### src/hdl/macrocell_pkg.sv
// Constants, types and helpers shared by the macrocell configuration block
package macrocell_pkg;

	// Array geometry
	localparam int CELL_COUNT    = 8;    // Output logic macrocells
	localparam int TERM_COUNT    = 8;    // Product terms per macrocell
	localparam int CENTRE_LO     = 3;    // Inner cell next to the centre
	localparam int CENTRE_HI     = 4;    // Other inner cell
	localparam int OUTER_LO      = 0;    // Outer cell that carries the clock pin
	localparam int OUTER_HI      = 7;    // Outer cell that carries the OE pin
	localparam int OE_TERM       = 0;    // Term reserved for the OE product

	// Register byte addresses on the bus
	localparam logic [31:0] MODE_ADDR   = 32'h0000_0000;
	localparam logic [31:0] CELL_ADDR   = 32'h0000_0004;
	localparam logic [31:0] STATUS_ADDR = 32'h0000_0008;
	localparam int          ADDR_WIDTH  = 4;

	// Field positions
	localparam int MODE_ARCH_BIT = 0;    // global_arch_select
	localparam int MODE_SYNC_BIT = 1;    // global_sync_select
	localparam int CELL_POL_LSB  = 0;    // Per-cell polarity bits 7:0
	localparam int CELL_IO_LSB   = 8;    // Per-cell cell_io_config bits 15:8
	localparam int STAT_Q_LSB    = 0;    // Macrocell register contents
	localparam int STAT_OE_LSB   = 8;    // Pin drive enables
	localparam int STAT_MODE_LSB = 16;   // Mode in force

	// Reset values: simple mode, active-high outputs, every cell an output
	localparam logic [1:0] MODE_RESET     = 2'h2;
	localparam logic [7:0] POL_RESET      = 8'h00;
	localparam logic [7:0] IO_RESET       = 8'h00;

	// Bus responses
	localparam logic [1:0] RESP_OKAY   = 2'h0;
	localparam logic [1:0] RESP_SLVERR = 2'h2;

	// Global mode, written as {sync, arch}
	typedef enum logic [1:0] {
		MODE_REG_ALT    = 2'b00,  // Unused code, behaves as registered
		MODE_REGISTERED = 2'b01,
		MODE_SIMPLE     = 2'b10,
		MODE_COMPLEX    = 2'b11
	} mode_e;

	typedef logic [CELL_COUNT-1:0] cell_vec_t;

	// Sum of all eight product terms
	function automatic logic sum_eight(input logic [TERM_COUNT-1:0] t);
		sum_eight = |t;
	endfunction

	// Sum of seven terms, leaving the OE term out
	function automatic logic sum_seven(input logic [TERM_COUNT-1:0] t);
		sum_seven = |t[TERM_COUNT-1:OE_TERM+1];
	endfunction

	// Outer neighbour whose pin a cell's column carries in simple mode;
	// the outer cells name themselves and carry nothing
	function automatic int adjacent(input int i);
		if (i < CENTRE_HI) begin
			adjacent = (i > OUTER_LO) ? i - 1 : i;
		end else begin
			adjacent = (i < OUTER_HI) ? i + 1 : i;
		end
	endfunction

endpackage

### src/hdl/macrocell_mode_config.sv
// Eight-cell output logic macrocell array with AXI4-Lite configuration
//
// Implementation choices: the address map and the AXI4-Lite slave port.
`timescale 1ns/1ps
`default_nettype none

module macrocell_mode_config (
	// Clock and reset
	input  wire logic                                      aclk,
	input  wire logic                                      aresetn,
	// AXI4-Lite write address
	input  wire logic [macrocell_pkg::ADDR_WIDTH-1:0]      s_axi_awaddr,
	input  wire logic                                      s_axi_awvalid,
	output logic                                           s_axi_awready,
	// AXI4-Lite write data
	input  wire logic [31:0]                               s_axi_wdata,
	input  wire logic [3:0]                                s_axi_wstrb,
	input  wire logic                                      s_axi_wvalid,
	output logic                                           s_axi_wready,
	// AXI4-Lite write response
	output logic [1:0]                                     s_axi_bresp,
	output logic                                           s_axi_bvalid,
	input  wire logic                                      s_axi_bready,
	// AXI4-Lite read address
	input  wire logic [macrocell_pkg::ADDR_WIDTH-1:0]      s_axi_araddr,
	input  wire logic                                      s_axi_arvalid,
	output logic                                           s_axi_arready,
	// AXI4-Lite read data
	output logic [31:0]                                    s_axi_rdata,
	output logic [1:0]                                     s_axi_rresp,
	output logic                                           s_axi_rvalid,
	input  wire logic                                      s_axi_rready,
	// Special pins
	input  wire logic                                      clk_pin,
	input  wire logic                                      oe_pin_n,
	// Product terms from the AND array, one byte per cell
	input  wire logic [7:0][macrocell_pkg::TERM_COUNT-1:0] product_terms,
	// Macrocell pins
	input  wire macrocell_pkg::cell_vec_t                  pin_in,
	output macrocell_pkg::cell_vec_t                       pin_out,
	output macrocell_pkg::cell_vec_t                       pin_oe,
	// Columns back into the AND array
	output macrocell_pkg::cell_vec_t                       array_feedback,
	output logic [1:0]                                     array_special
);
	import macrocell_pkg::*;

	// Configuration and bus state
	mode_e                 mode, next_mode;           // Global mode
	cell_vec_t             polarity, next_polarity;   // Per-cell inversion
	cell_vec_t             io_config, next_io_config; // Per-cell I/O select
	logic                  aw_have, next_aw_have;     // Address captured
	logic                  w_have, next_w_have;       // Data captured
	logic [ADDR_WIDTH-1:0] wr_addr, next_wr_addr;     // Held write address
	logic [31:0]           wr_data, next_wr_data;     // Held write data
	logic [3:0]            wr_strb, next_wr_strb;     // Held byte enables
	logic                  next_awready, next_wready;
	logic                  next_bvalid, next_arready, next_rvalid;
	logic [1:0]            next_bresp, next_rresp;
	logic [31:0]           next_rdata;

	// Macrocell state
	cell_vec_t             cell_q, next_cell_q;       // Macrocell registers
	logic                  clk_pin_d;                 // Last clock pin level
	cell_vec_t             next_pin_out, next_pin_oe, next_feedback;
	logic [1:0]            next_special;
	logic                  clk_rise;                  // Clock pin rising
	cell_vec_t             cell_value;                // Polarised sums
	cell_vec_t             cell_reg;                  // Cell is a register

	// Byte-enable merge used by the configuration write
	function automatic logic [31:0] merge(input logic [31:0] old_v,
		input logic [31:0] new_v, input logic [3:0] strb);
		logic [31:0] r;
		r = old_v;
		for (int b = 0; b < 4; b++) begin
			if (strb[b]) begin
				r[b*8 +: 8] = new_v[b*8 +: 8];
			end
		end
		merge = r;
	endfunction

	// Bus slave: write and read channels, register updates
	always_comb begin
		logic [31:0] cell_word;
		logic        do_write;
		cell_word      = 32'h0;
		do_write       = 1'b0;
		next_mode      = mode;
		next_polarity  = polarity;
		next_io_config = io_config;
		next_aw_have   = aw_have;
		next_w_have    = w_have;
		next_wr_addr   = wr_addr;
		next_wr_data   = wr_data;
		next_wr_strb   = wr_strb;
		next_bvalid    = s_axi_bvalid;
		next_bresp     = s_axi_bresp;
		next_rvalid    = s_axi_rvalid;
		next_rresp     = s_axi_rresp;
		next_rdata     = s_axi_rdata;
		// Response accepted by the master
		if (s_axi_bvalid && s_axi_bready) begin
			next_bvalid = 1'b0;
		end
		// Address and data may arrive in either order
		if (s_axi_awvalid && s_axi_awready) begin
			next_aw_have = 1'b1;
			next_wr_addr = s_axi_awaddr;
		end
		if (s_axi_wvalid && s_axi_wready) begin
			next_w_have  = 1'b1;
			next_wr_data = s_axi_wdata;
			next_wr_strb = s_axi_wstrb;
		end
		// Both halves held: commit and answer
		if (aw_have && w_have && !s_axi_bvalid) begin
			do_write     = 1'b1;
			next_aw_have = 1'b0;
			next_w_have  = 1'b0;
			next_bvalid  = 1'b1;
			next_bresp   = RESP_OKAY;
		end
		if (do_write) begin
			case ({28'h0, wr_addr})
				MODE_ADDR: begin
					// Two global bits pick the mode for every cell
					if (wr_strb[0]) begin
						next_mode = mode_e'(wr_data[MODE_SYNC_BIT:MODE_ARCH_BIT]);
					end
				end
				CELL_ADDR: begin
					// Sixteen per-cell architecture bits
					cell_word      = merge({16'h0, io_config, polarity},
						wr_data, wr_strb);
					next_polarity  = cell_word[CELL_POL_LSB +: 8];
					next_io_config = cell_word[CELL_IO_LSB +: 8];
				end
				STATUS_ADDR: begin
					// Read-only, write ignored
				end
				default: begin
					next_bresp = RESP_SLVERR;
				end
			endcase
		end
		// Read channel
		if (s_axi_rvalid && s_axi_rready) begin
			next_rvalid = 1'b0;
		end
		if (s_axi_arvalid && s_axi_arready) begin
			next_rvalid = 1'b1;
			next_rresp  = RESP_OKAY;
			case ({28'h0, s_axi_araddr})
				MODE_ADDR: begin
					next_rdata = {30'h0, mode};
				end
				CELL_ADDR: begin
					next_rdata = {16'h0, io_config, polarity};
				end
				STATUS_ADDR: begin
					next_rdata = {14'h0, mode, pin_oe, cell_q};
				end
				default: begin
					// Unmapped: zero data and an error
					next_rdata = 32'h0;
					next_rresp = RESP_SLVERR;
				end
			endcase
		end
		// Readies from flops: drop while a half or answer is held
		next_awready = !next_aw_have && !next_bvalid;
		next_wready  = !next_w_have && !next_bvalid;
		next_arready = !next_rvalid;
	end

	// Bus and configuration registers
	always_ff @(posedge aclk) begin
		if (!aresetn) begin
			mode          <= mode_e'(MODE_RESET);
			polarity      <= POL_RESET;
			io_config     <= IO_RESET;
			aw_have       <= 1'b0;
			w_have        <= 1'b0;
			wr_addr       <= '0;
			wr_data       <= 32'h0;
			wr_strb       <= 4'h0;
			s_axi_awready <= 1'b0;
			s_axi_wready  <= 1'b0;
			s_axi_bvalid  <= 1'b0;
			s_axi_bresp   <= RESP_OKAY;
			s_axi_arready <= 1'b0;
			s_axi_rvalid  <= 1'b0;
			s_axi_rresp   <= RESP_OKAY;
			s_axi_rdata   <= 32'h0;
		end else begin
			mode          <= next_mode;
			polarity      <= next_polarity;
			io_config     <= next_io_config;
			aw_have       <= next_aw_have;
			w_have        <= next_w_have;
			wr_addr       <= next_wr_addr;
			wr_data       <= next_wr_data;
			wr_strb       <= next_wr_strb;
			s_axi_awready <= next_awready;
			s_axi_wready  <= next_wready;
			s_axi_bvalid  <= next_bvalid;
			s_axi_bresp   <= next_bresp;
			s_axi_arready <= next_arready;
			s_axi_rvalid  <= next_rvalid;
			s_axi_rresp   <= next_rresp;
			s_axi_rdata   <= next_rdata;
		end
	end

	// Macrocell datapath: sums, polarity, drivers and feedback columns
	always_comb begin
		clk_rise      = clk_pin && !clk_pin_d;
		next_cell_q   = cell_q;
		next_pin_out  = '0;
		next_pin_oe   = '0;
		next_feedback = '0;
		next_special  = 2'b00;
		cell_value    = '0;
		cell_reg      = '0;
		for (int i = 0; i < CELL_COUNT; i++) begin
			case (mode)
				MODE_REGISTERED, MODE_REG_ALT: begin
					// Cleared config bit makes a register, set makes I/O
					cell_reg[i] = !io_config[i];
					// Register sums eight terms, I/O keeps one for OE
					if (cell_reg[i]) begin
						cell_value[i] = sum_eight(product_terms[i]) ^ polarity[i];
						// Shared clock pin loads every register
						if (clk_rise) begin
							next_cell_q[i] = cell_value[i];
						end
						next_pin_out[i]  = cell_q[i];
						next_pin_oe[i]   = !oe_pin_n;
						next_feedback[i] = cell_q[i];
					end else begin
						cell_value[i]    = sum_seven(product_terms[i]) ^ polarity[i];
						next_pin_out[i]  = cell_value[i];
						next_pin_oe[i]   = product_terms[i][OE_TERM];
						next_feedback[i] = pin_in[i];
					end
				end
				MODE_COMPLEX: begin
					// Combinational only, seven terms plus an OE term
					cell_value[i]   = sum_seven(product_terms[i]) ^ polarity[i];
					next_pin_out[i] = cell_value[i];
					next_pin_oe[i]  = product_terms[i][OE_TERM];
					// Outer columns are lent to the special pins
					if (i == OUTER_LO) begin
						next_feedback[i] = clk_pin;
					end else if (i == OUTER_HI) begin
						next_feedback[i] = !oe_pin_n;
					end else begin
						next_feedback[i] = pin_in[i];
					end
				end
				MODE_SIMPLE: begin
					// Eight terms, polarity per output
					cell_value[i]   = sum_eight(product_terms[i]) ^ polarity[i];
					next_pin_out[i] = cell_value[i];
					// Centre cells are always outputs; others may be inputs
					if (i == CENTRE_LO || i == CENTRE_HI) begin
						next_pin_oe[i] = 1'b1;
					end else begin
						next_pin_oe[i] = !io_config[i];
					end
					// Column carries the outer neighbour's pin, so no column
					// ever reads a centre pin; outer columns stay empty
					if (i != OUTER_LO && i != OUTER_HI) begin
						next_feedback[i] = pin_in[adjacent(i)];
					end
				end
				default: begin
					next_pin_oe[i] = 1'b0;
				end
			endcase
		end
		// Special pins become plain data outside registered mode
		if (mode == MODE_COMPLEX || mode == MODE_SIMPLE) begin
			next_special = {!oe_pin_n, clk_pin};
		end else begin
			// Reserved as clock and OE; never data
			next_special = 2'b00;
		end
	end

	// Macrocell and pin registers; pins lag the datapath by one cycle
	always_ff @(posedge aclk) begin
		if (!aresetn) begin
			cell_q         <= '0;
			clk_pin_d      <= 1'b0;
			pin_out        <= '0;
			pin_oe         <= '0;
			array_feedback <= '0;
			array_special  <= 2'b00;
		end else begin
			cell_q         <= next_cell_q;
			clk_pin_d      <= clk_pin;
			pin_out        <= next_pin_out;
			pin_oe         <= next_pin_oe;
			array_feedback <= next_feedback;
			array_special  <= next_special;
		end
	end

endmodule

`default_nettype wire

### config.mk
export PLATFORM = sky130hd
export DESIGN_NAME = macrocell_mode_config
export DESIGN_NICKNAME = d
export VERILOG_FILES = /design/src/hdl/macrocell_pkg.sv /design/src/hdl/macrocell_mode_config.sv
export SDC_FILE = /design/constraint.sdc
export NUM_CORES = 1
export LEC_CHECK = 0
export ABC_CLOCK_PERIOD_IN_PS = 1600
export BUFFER_PORTS_ARGS = -buffer_cell sky130_fd_sc_hd__buf_2
export CAP_MARGIN = 10
export CELL_PAD_IN_SITES_DETAIL_PLACEMENT = 1
export CELL_PAD_IN_SITES_GLOBAL_PLACEMENT = 2
export CORE_UTILIZATION = 24
export CTS_CLUSTER_DIAMETER = 50
export DETAILED_ROUTE_END_ITERATION = 6
export PLACE_DENSITY_LB_ADDON = 0.1
export SYNTH_ARGS = -nofsm -noshare
export SYNTH_HDL_FRONTEND = slang
export SYNTH_SLANG_ARGS = --single-unit
### constraint.sdc
create_clock -name aclk -period 1.6 [get_ports aclk]
set_input_delay 0.32 -clock aclk [delete_from_list [all_inputs] [get_ports aclk]]
set_output_delay 0.32 -clock aclk [all_outputs]
set_load 0.005 [all_outputs]
# Yosys cells after proc, flatten, opt, wreduce, memory -nomap -nowiden
# Index checks and enable logic that the tools add are counted.
[totals] ff_bits=118 input_bits=125 out_inout_bits=67 elab_cells=210
[classes] n_lt_le_gt_ge=6 eq_ne=7 mux=86 n_bitwise=24 n_reduce_logical=58
[ops] operator="< comparator 32 x 5 -> 1 bit, second input constant" count=6
[ops] operator="2-to-1 mux 32 bit" count=6
[ops] operator="case mux 1 bit (3 select lines)" count=22
[ops] operator="OR reduction 8 bit" count=8
[ops] operator="OR reduction 7 bit" count=8
[ops] operator="case mux 18 bit (3 select lines)" count=1
[ops] operator="2-to-1 mux 1 bit" count=45
[ops] operator="AND reduction 3 bit" count=11
[ops] operator="binary-select mux 1 bit (select 3 bit)" count=6
[ops] operator="bitwise XOR 1 bit" count=16
[ops] operator="zero test 1 bit" count=13
[ops] operator="logical AND 1 bit" count=10
[ops] operator="equality test 4 x 3 -> 1 bit, second input constant" count=2
[ops] operator="equality test 4 bit, second input constant" count=2
[ops] operator="zero test 4 bit" count=2
[ops] operator="2-to-1 mux 2 bit" count=4
[ops] operator="inverter 1 bit" count=8
[ops] operator="OR reduction 3 bit" count=2
[ops] operator="equality test 2 bit, second input constant" count=2
[ops] operator="case mux 1 bit (2 select lines)" count=2
[ops] operator="equality test 2 x 1 -> 1 bit, second input constant" count=1
[ops] operator="zero test 2 bit" count=1
[ops] operator="AND reduction 2 bit" count=1
[ops] operator="OR reduction 2 bit" count=1
[ops] operator="logical OR 1 bit" count=1

# Depth between registers and ports, before layout
[logic_depth] word_depth=6 depth_mapped=6 ltp_nobuf=4

# Worst setup path before layout
# Ideal clock, no wire load.
[synth_path] kind="input to register" start="input port product_terms[28] in the netlist's numbering" end="register pin_out[3]" setup_time_ps=132 arrival_ps=1439 t_required_ps=1468 path_slack_ps=29 cell_stages=4 n_path_buf=0 path_cell_list="or4_4 > or3_1 > a32oi_1 > a21oi_1"
[synth_via] elab_chain_len=4 word_cells_on_any_way=6 cone_classes="mux: 2; bitwise: 2; reduce/logical: 2"
[synth_lines] item="start: declaration" line_no="macrocell_mode_config.sv:37" source="input wire logic [7:0][macrocell_pkg::TERM_COUNT-1:0] product_terms,"
[synth_lines] item="OR reduction 7 bit" line_no="macrocell_pkg.sv:54" source="sum_seven = |t[TERM_COUNT-1:OE_TERM+1];"
[synth_lines] item="bitwise XOR 1 bit" line_no="macrocell_mode_config.sv:243, macrocell_mode_config.sv:251"
[synth_lines] item="2-to-1 mux 1 bit" line_no="macrocell_mode_config.sv:233" source="if (cell_reg[i]) begin"
[synth_lines] item="case mux 1 bit (3 select lines) (*)" line_no="macrocell_mode_config.sv:228" source="case (mode)"
[synth_lines] item="end signal: assignment" line_no="macrocell_mode_config.sv:305" source="pin_out <= next_pin_out;"
[synth_lines] item="end: declaration" line_no="macrocell_mode_config.sv:40" source="output macrocell_pkg::cell_vec_t pin_out,"
# Every way passes the cells marked *; elsewhere a longest branch is shown, timed or not.
# A chain may end at the register's enable or synchronous reset.

# Worst setup path in the final report
[layout_path] start="register mode[1]" end="register pin_out[7]"
[layout_via] elab_chain_len=3 word_cells_on_any_way=6 cone_classes="eq/ne: 3; mux: 1; reduce/logical: 2"
[layout_lines] item="start: declaration" line_no="macrocell_mode_config.sv:49" source="mode_e mode, next_mode;"
[layout_lines] item="start signal: assignment" line_no="macrocell_mode_config.sv:181" source="mode <= mode_e'(MODE_RESET);"
[layout_lines] item="start signal: assignment" line_no="macrocell_mode_config.sv:198" source="mode <= next_mode;"
[layout_lines] item="equality test 2 x 1 -> 1 bit or zero test 2 bit (tied branches)" line_no="macrocell_mode_config.sv:228"
[layout_lines] item="OR reduction 2 bit" line_no="macrocell_mode_config.sv:228"
[layout_lines] item="case mux 1 bit (3 select lines) (*)" line_no="macrocell_mode_config.sv:228"
# Marked as above.

==> reports/metrics.yaml <==
logic_synthesis:
  synth-seq-cells: 103
  synthArstFlopShare_pct: 0
  synth.distinct_cells: 48
  seq_area_frac_synth_pct: 44.84
  yosysWarningCount: 0
  syn_area_um2: 4598
  synth_flop_cell: "dfxtp_1"
  avgSynthCellArea_um2: 8.484
  netlist_instances: 542
  synth-edff-count: 0
timing:
  setup_ws_ns: 0.1333
  maxSlewViolCount: 0
  worst_pin_slew_ns: 0.7061
  setup_viol: 0
  hold_viol: 0
  max_freq_mhz: 681.8
  tns_ns: 0
  final.min_clock_period_ns: 1.467
  whs_ns: 0.1955
  min_period_over_period_pct: 91.67
  rsz0062_at_grt: "no"
  relSlewSlack_pct: 52.92
  fin_skew_ns: 0.007958
final_layout:
  area_delta_synth_final_pct: 31.67
  layoutNonFillerInstCount: 946
  layout.nets: 832
  antenna_cells: 0
  mostFrequentLayoutCells: "buf_2 (158), dfxtp_1 (103), nor2_1 (60)"
  utilization_pct: 32.26
  drive_gt1_share_pct: 30.62
  final_common_cell: "buf_2"
  finalInstanceArea_um2: 6055
route:
  via_count: 4557
  drc: 0
  drt_pass1_iterations: 4
  routed_via_density: 4.817
  drt_wl_total_mm: 16.17
  drt_iter0_drc: 139
  wl_per_cell_um: 17.09
  ant_nets: 0
die:
  dieArea_um2: 19720
  die_w_um: 140.4
  initial_core_util_pct: 24.50
  die_h_um: 140.4
  ios: 192
  coreArea_um2: 18770
  rows: 50
clock_network:
  clk_pin_slew_ns: 0.08
  postCtsSetupBuffers: 0
  cts_buffers: 9
  cts_tree: "built"
  max-clock-path-buffers: 2
  htreeDepth: 3
  clock_sinks: 103
  cts-root-buf: "clkbuf_16"
  insertion_delay_ns: 0.36
worst_setup_path:
  arrival_ns: 1.75
  crit_path_start: "mode[1]"
  start_kind: "register"
  worstPathRequired_ns: 1.89
  rr_worst_depth: 4
  endpoint_kind: "register"
  r2r_start: "mode[1]"
  crit_path_max_fanout: 12
  worstSetupPathType: "register to register"
power:
  ir_drop_mv: 0.5358
  switchingPower_mw: 1.383
  switching_share_pct: 25.20
  p_per_area_nw_per_um2: 906.1
  leakage_nw: 2.558
  clock_power_share_pct: 42.0
  share_seq_of_total_power_pct: 49.1
  p_int_mw: 4.103
  finalPower_mw: 5.486
  combPwrFrac_pct: 8.9
global_route:
  grt_pass1_vias: 4639
  grt_first_pass_wirelength_mm: 24.95
  antenna_found_initial: 0
  grt_usage_pct: 16.65
  grt_max_degree: 36
  overflow: 0
min_path:
  whs_path_depth: 3
  hold_path.class: "input pin to register"
  hold_start: "s_axi_wdata[0]"
place:
  gp_congestion: 0.7686
  dp_hpwl_mm: 12.72
  dpl.cell_count: 930
  placed_cell_area_um2: 5746
  io_buffer_count: 158
  place_ws_ns: -0.1468
status:
  status: "complete, no violations"
run:
  maxCapViolations: 0
[layout make-up]
class	instances	area, um2
clock buffer	9	225.2
clock inverter	7	78.83
timing repair buffer	189	1061
fill	2279	12710
tap	234	292.8
sequential	103	2062
multi-input combinational	392	2290
inverter	12	45.04
[path summary, 6_finish.rpt]
path                     endpoint  slack [ns]
hold reg to reg   s_axi_rdata[17]        0.46
setup / recovery       pin_out[7]        0.13
setup reg to reg       pin_out[7]        0.13
hold / removal         wr_data[0]        0.20
[worst max-delay path, stage by stage (launching register included)]
cell and delay (ns):
dfxtp_1 0.51, buf_4 0.26, mux2i_1 0.09, or3b_1 0.37, a31oi_1 0.16
[synth_stat cells (3+ instances only)]
cell	count	area, um2
a211oi_1	4	30.03
a21o_1	4	30.03
a21oi_1	52	260.3
a221oi_1	11	96.34
a22oi_1	14	105.1
a2bb2oi_1	14	122.6
a31oi_1	6	37.54
a32oi_1	3	26.28
and3_1	9	56.30
buf_2	6	30.03
buf_4	18	135.1
clkbuf_1	23	86.33
dfxtp_1	103	2062
inv_1	11	41.29
mux2i_1	23	230.2
nand2_1	50	187.7
nand3_1	18	90.09
nand4b_1	5	43.79
nor2_1	60	225.2
nor2b_1	5	31.28
nor3_1	10	50.05
nor3b_1	5	37.54
nor4_1	8	50.05
o21ai_0	34	170.2
or3_1	11	68.82
or4_1	4	30.03
or4_4	4	45.04
[cell families after synthesis]
kind of cell,after synthesis,share of synthesized area [%]
buffers and inverters,61,6.612
muxes,25,5.497
DFF,103,44.84
and+or+nand+nor,203,22.69
other,1,0.08155
AOI/OAI and AO/OA,149,20.27
[metal layers]
metal	vias up	GRT usage, %	part of all wire, %
met1	2156	21.34	46
met3	20	3.590	5.4
li1	2255	-	-
met2	126	27.47	46
met4	0	5.899	1.8
met5	-	0	0
[sequential cells by signal, summed over array words and instances (netlist names), 2 cells and up, named ones only]
signal	cells
wr_strb	2
array_feedback	8
wr_data	16
cell_q	8
s_axi_rdata	18
polarity	8
io_config	8
mode	2
array_special	2
wr_addr	4
pin_oe	8
pin_out	8
[power by group through the flow]
stage | clock network (mW) | registers [mW] | logic [mW]
2_1_floorplan | 0 | 2.74 | 0.221
5_1_grt | 2.48 | 2.70 | 0.544
6_report | 2.30 | 2.69 | 0.487
4_1_cts | 2.37 | 2.69 | 0.497
3_5_place_dp | 0 | 2.75 | 0.496
3_3_place_gp | 0 | 2.75 | 0.484
[timing repair]
item                       in CTS  in global routing
gates resized for setup         0                  2
hold buffers                    0                  0
setup endpoints to repair       0                  8
Note: power is estimated with default switching activity, not from simulation.
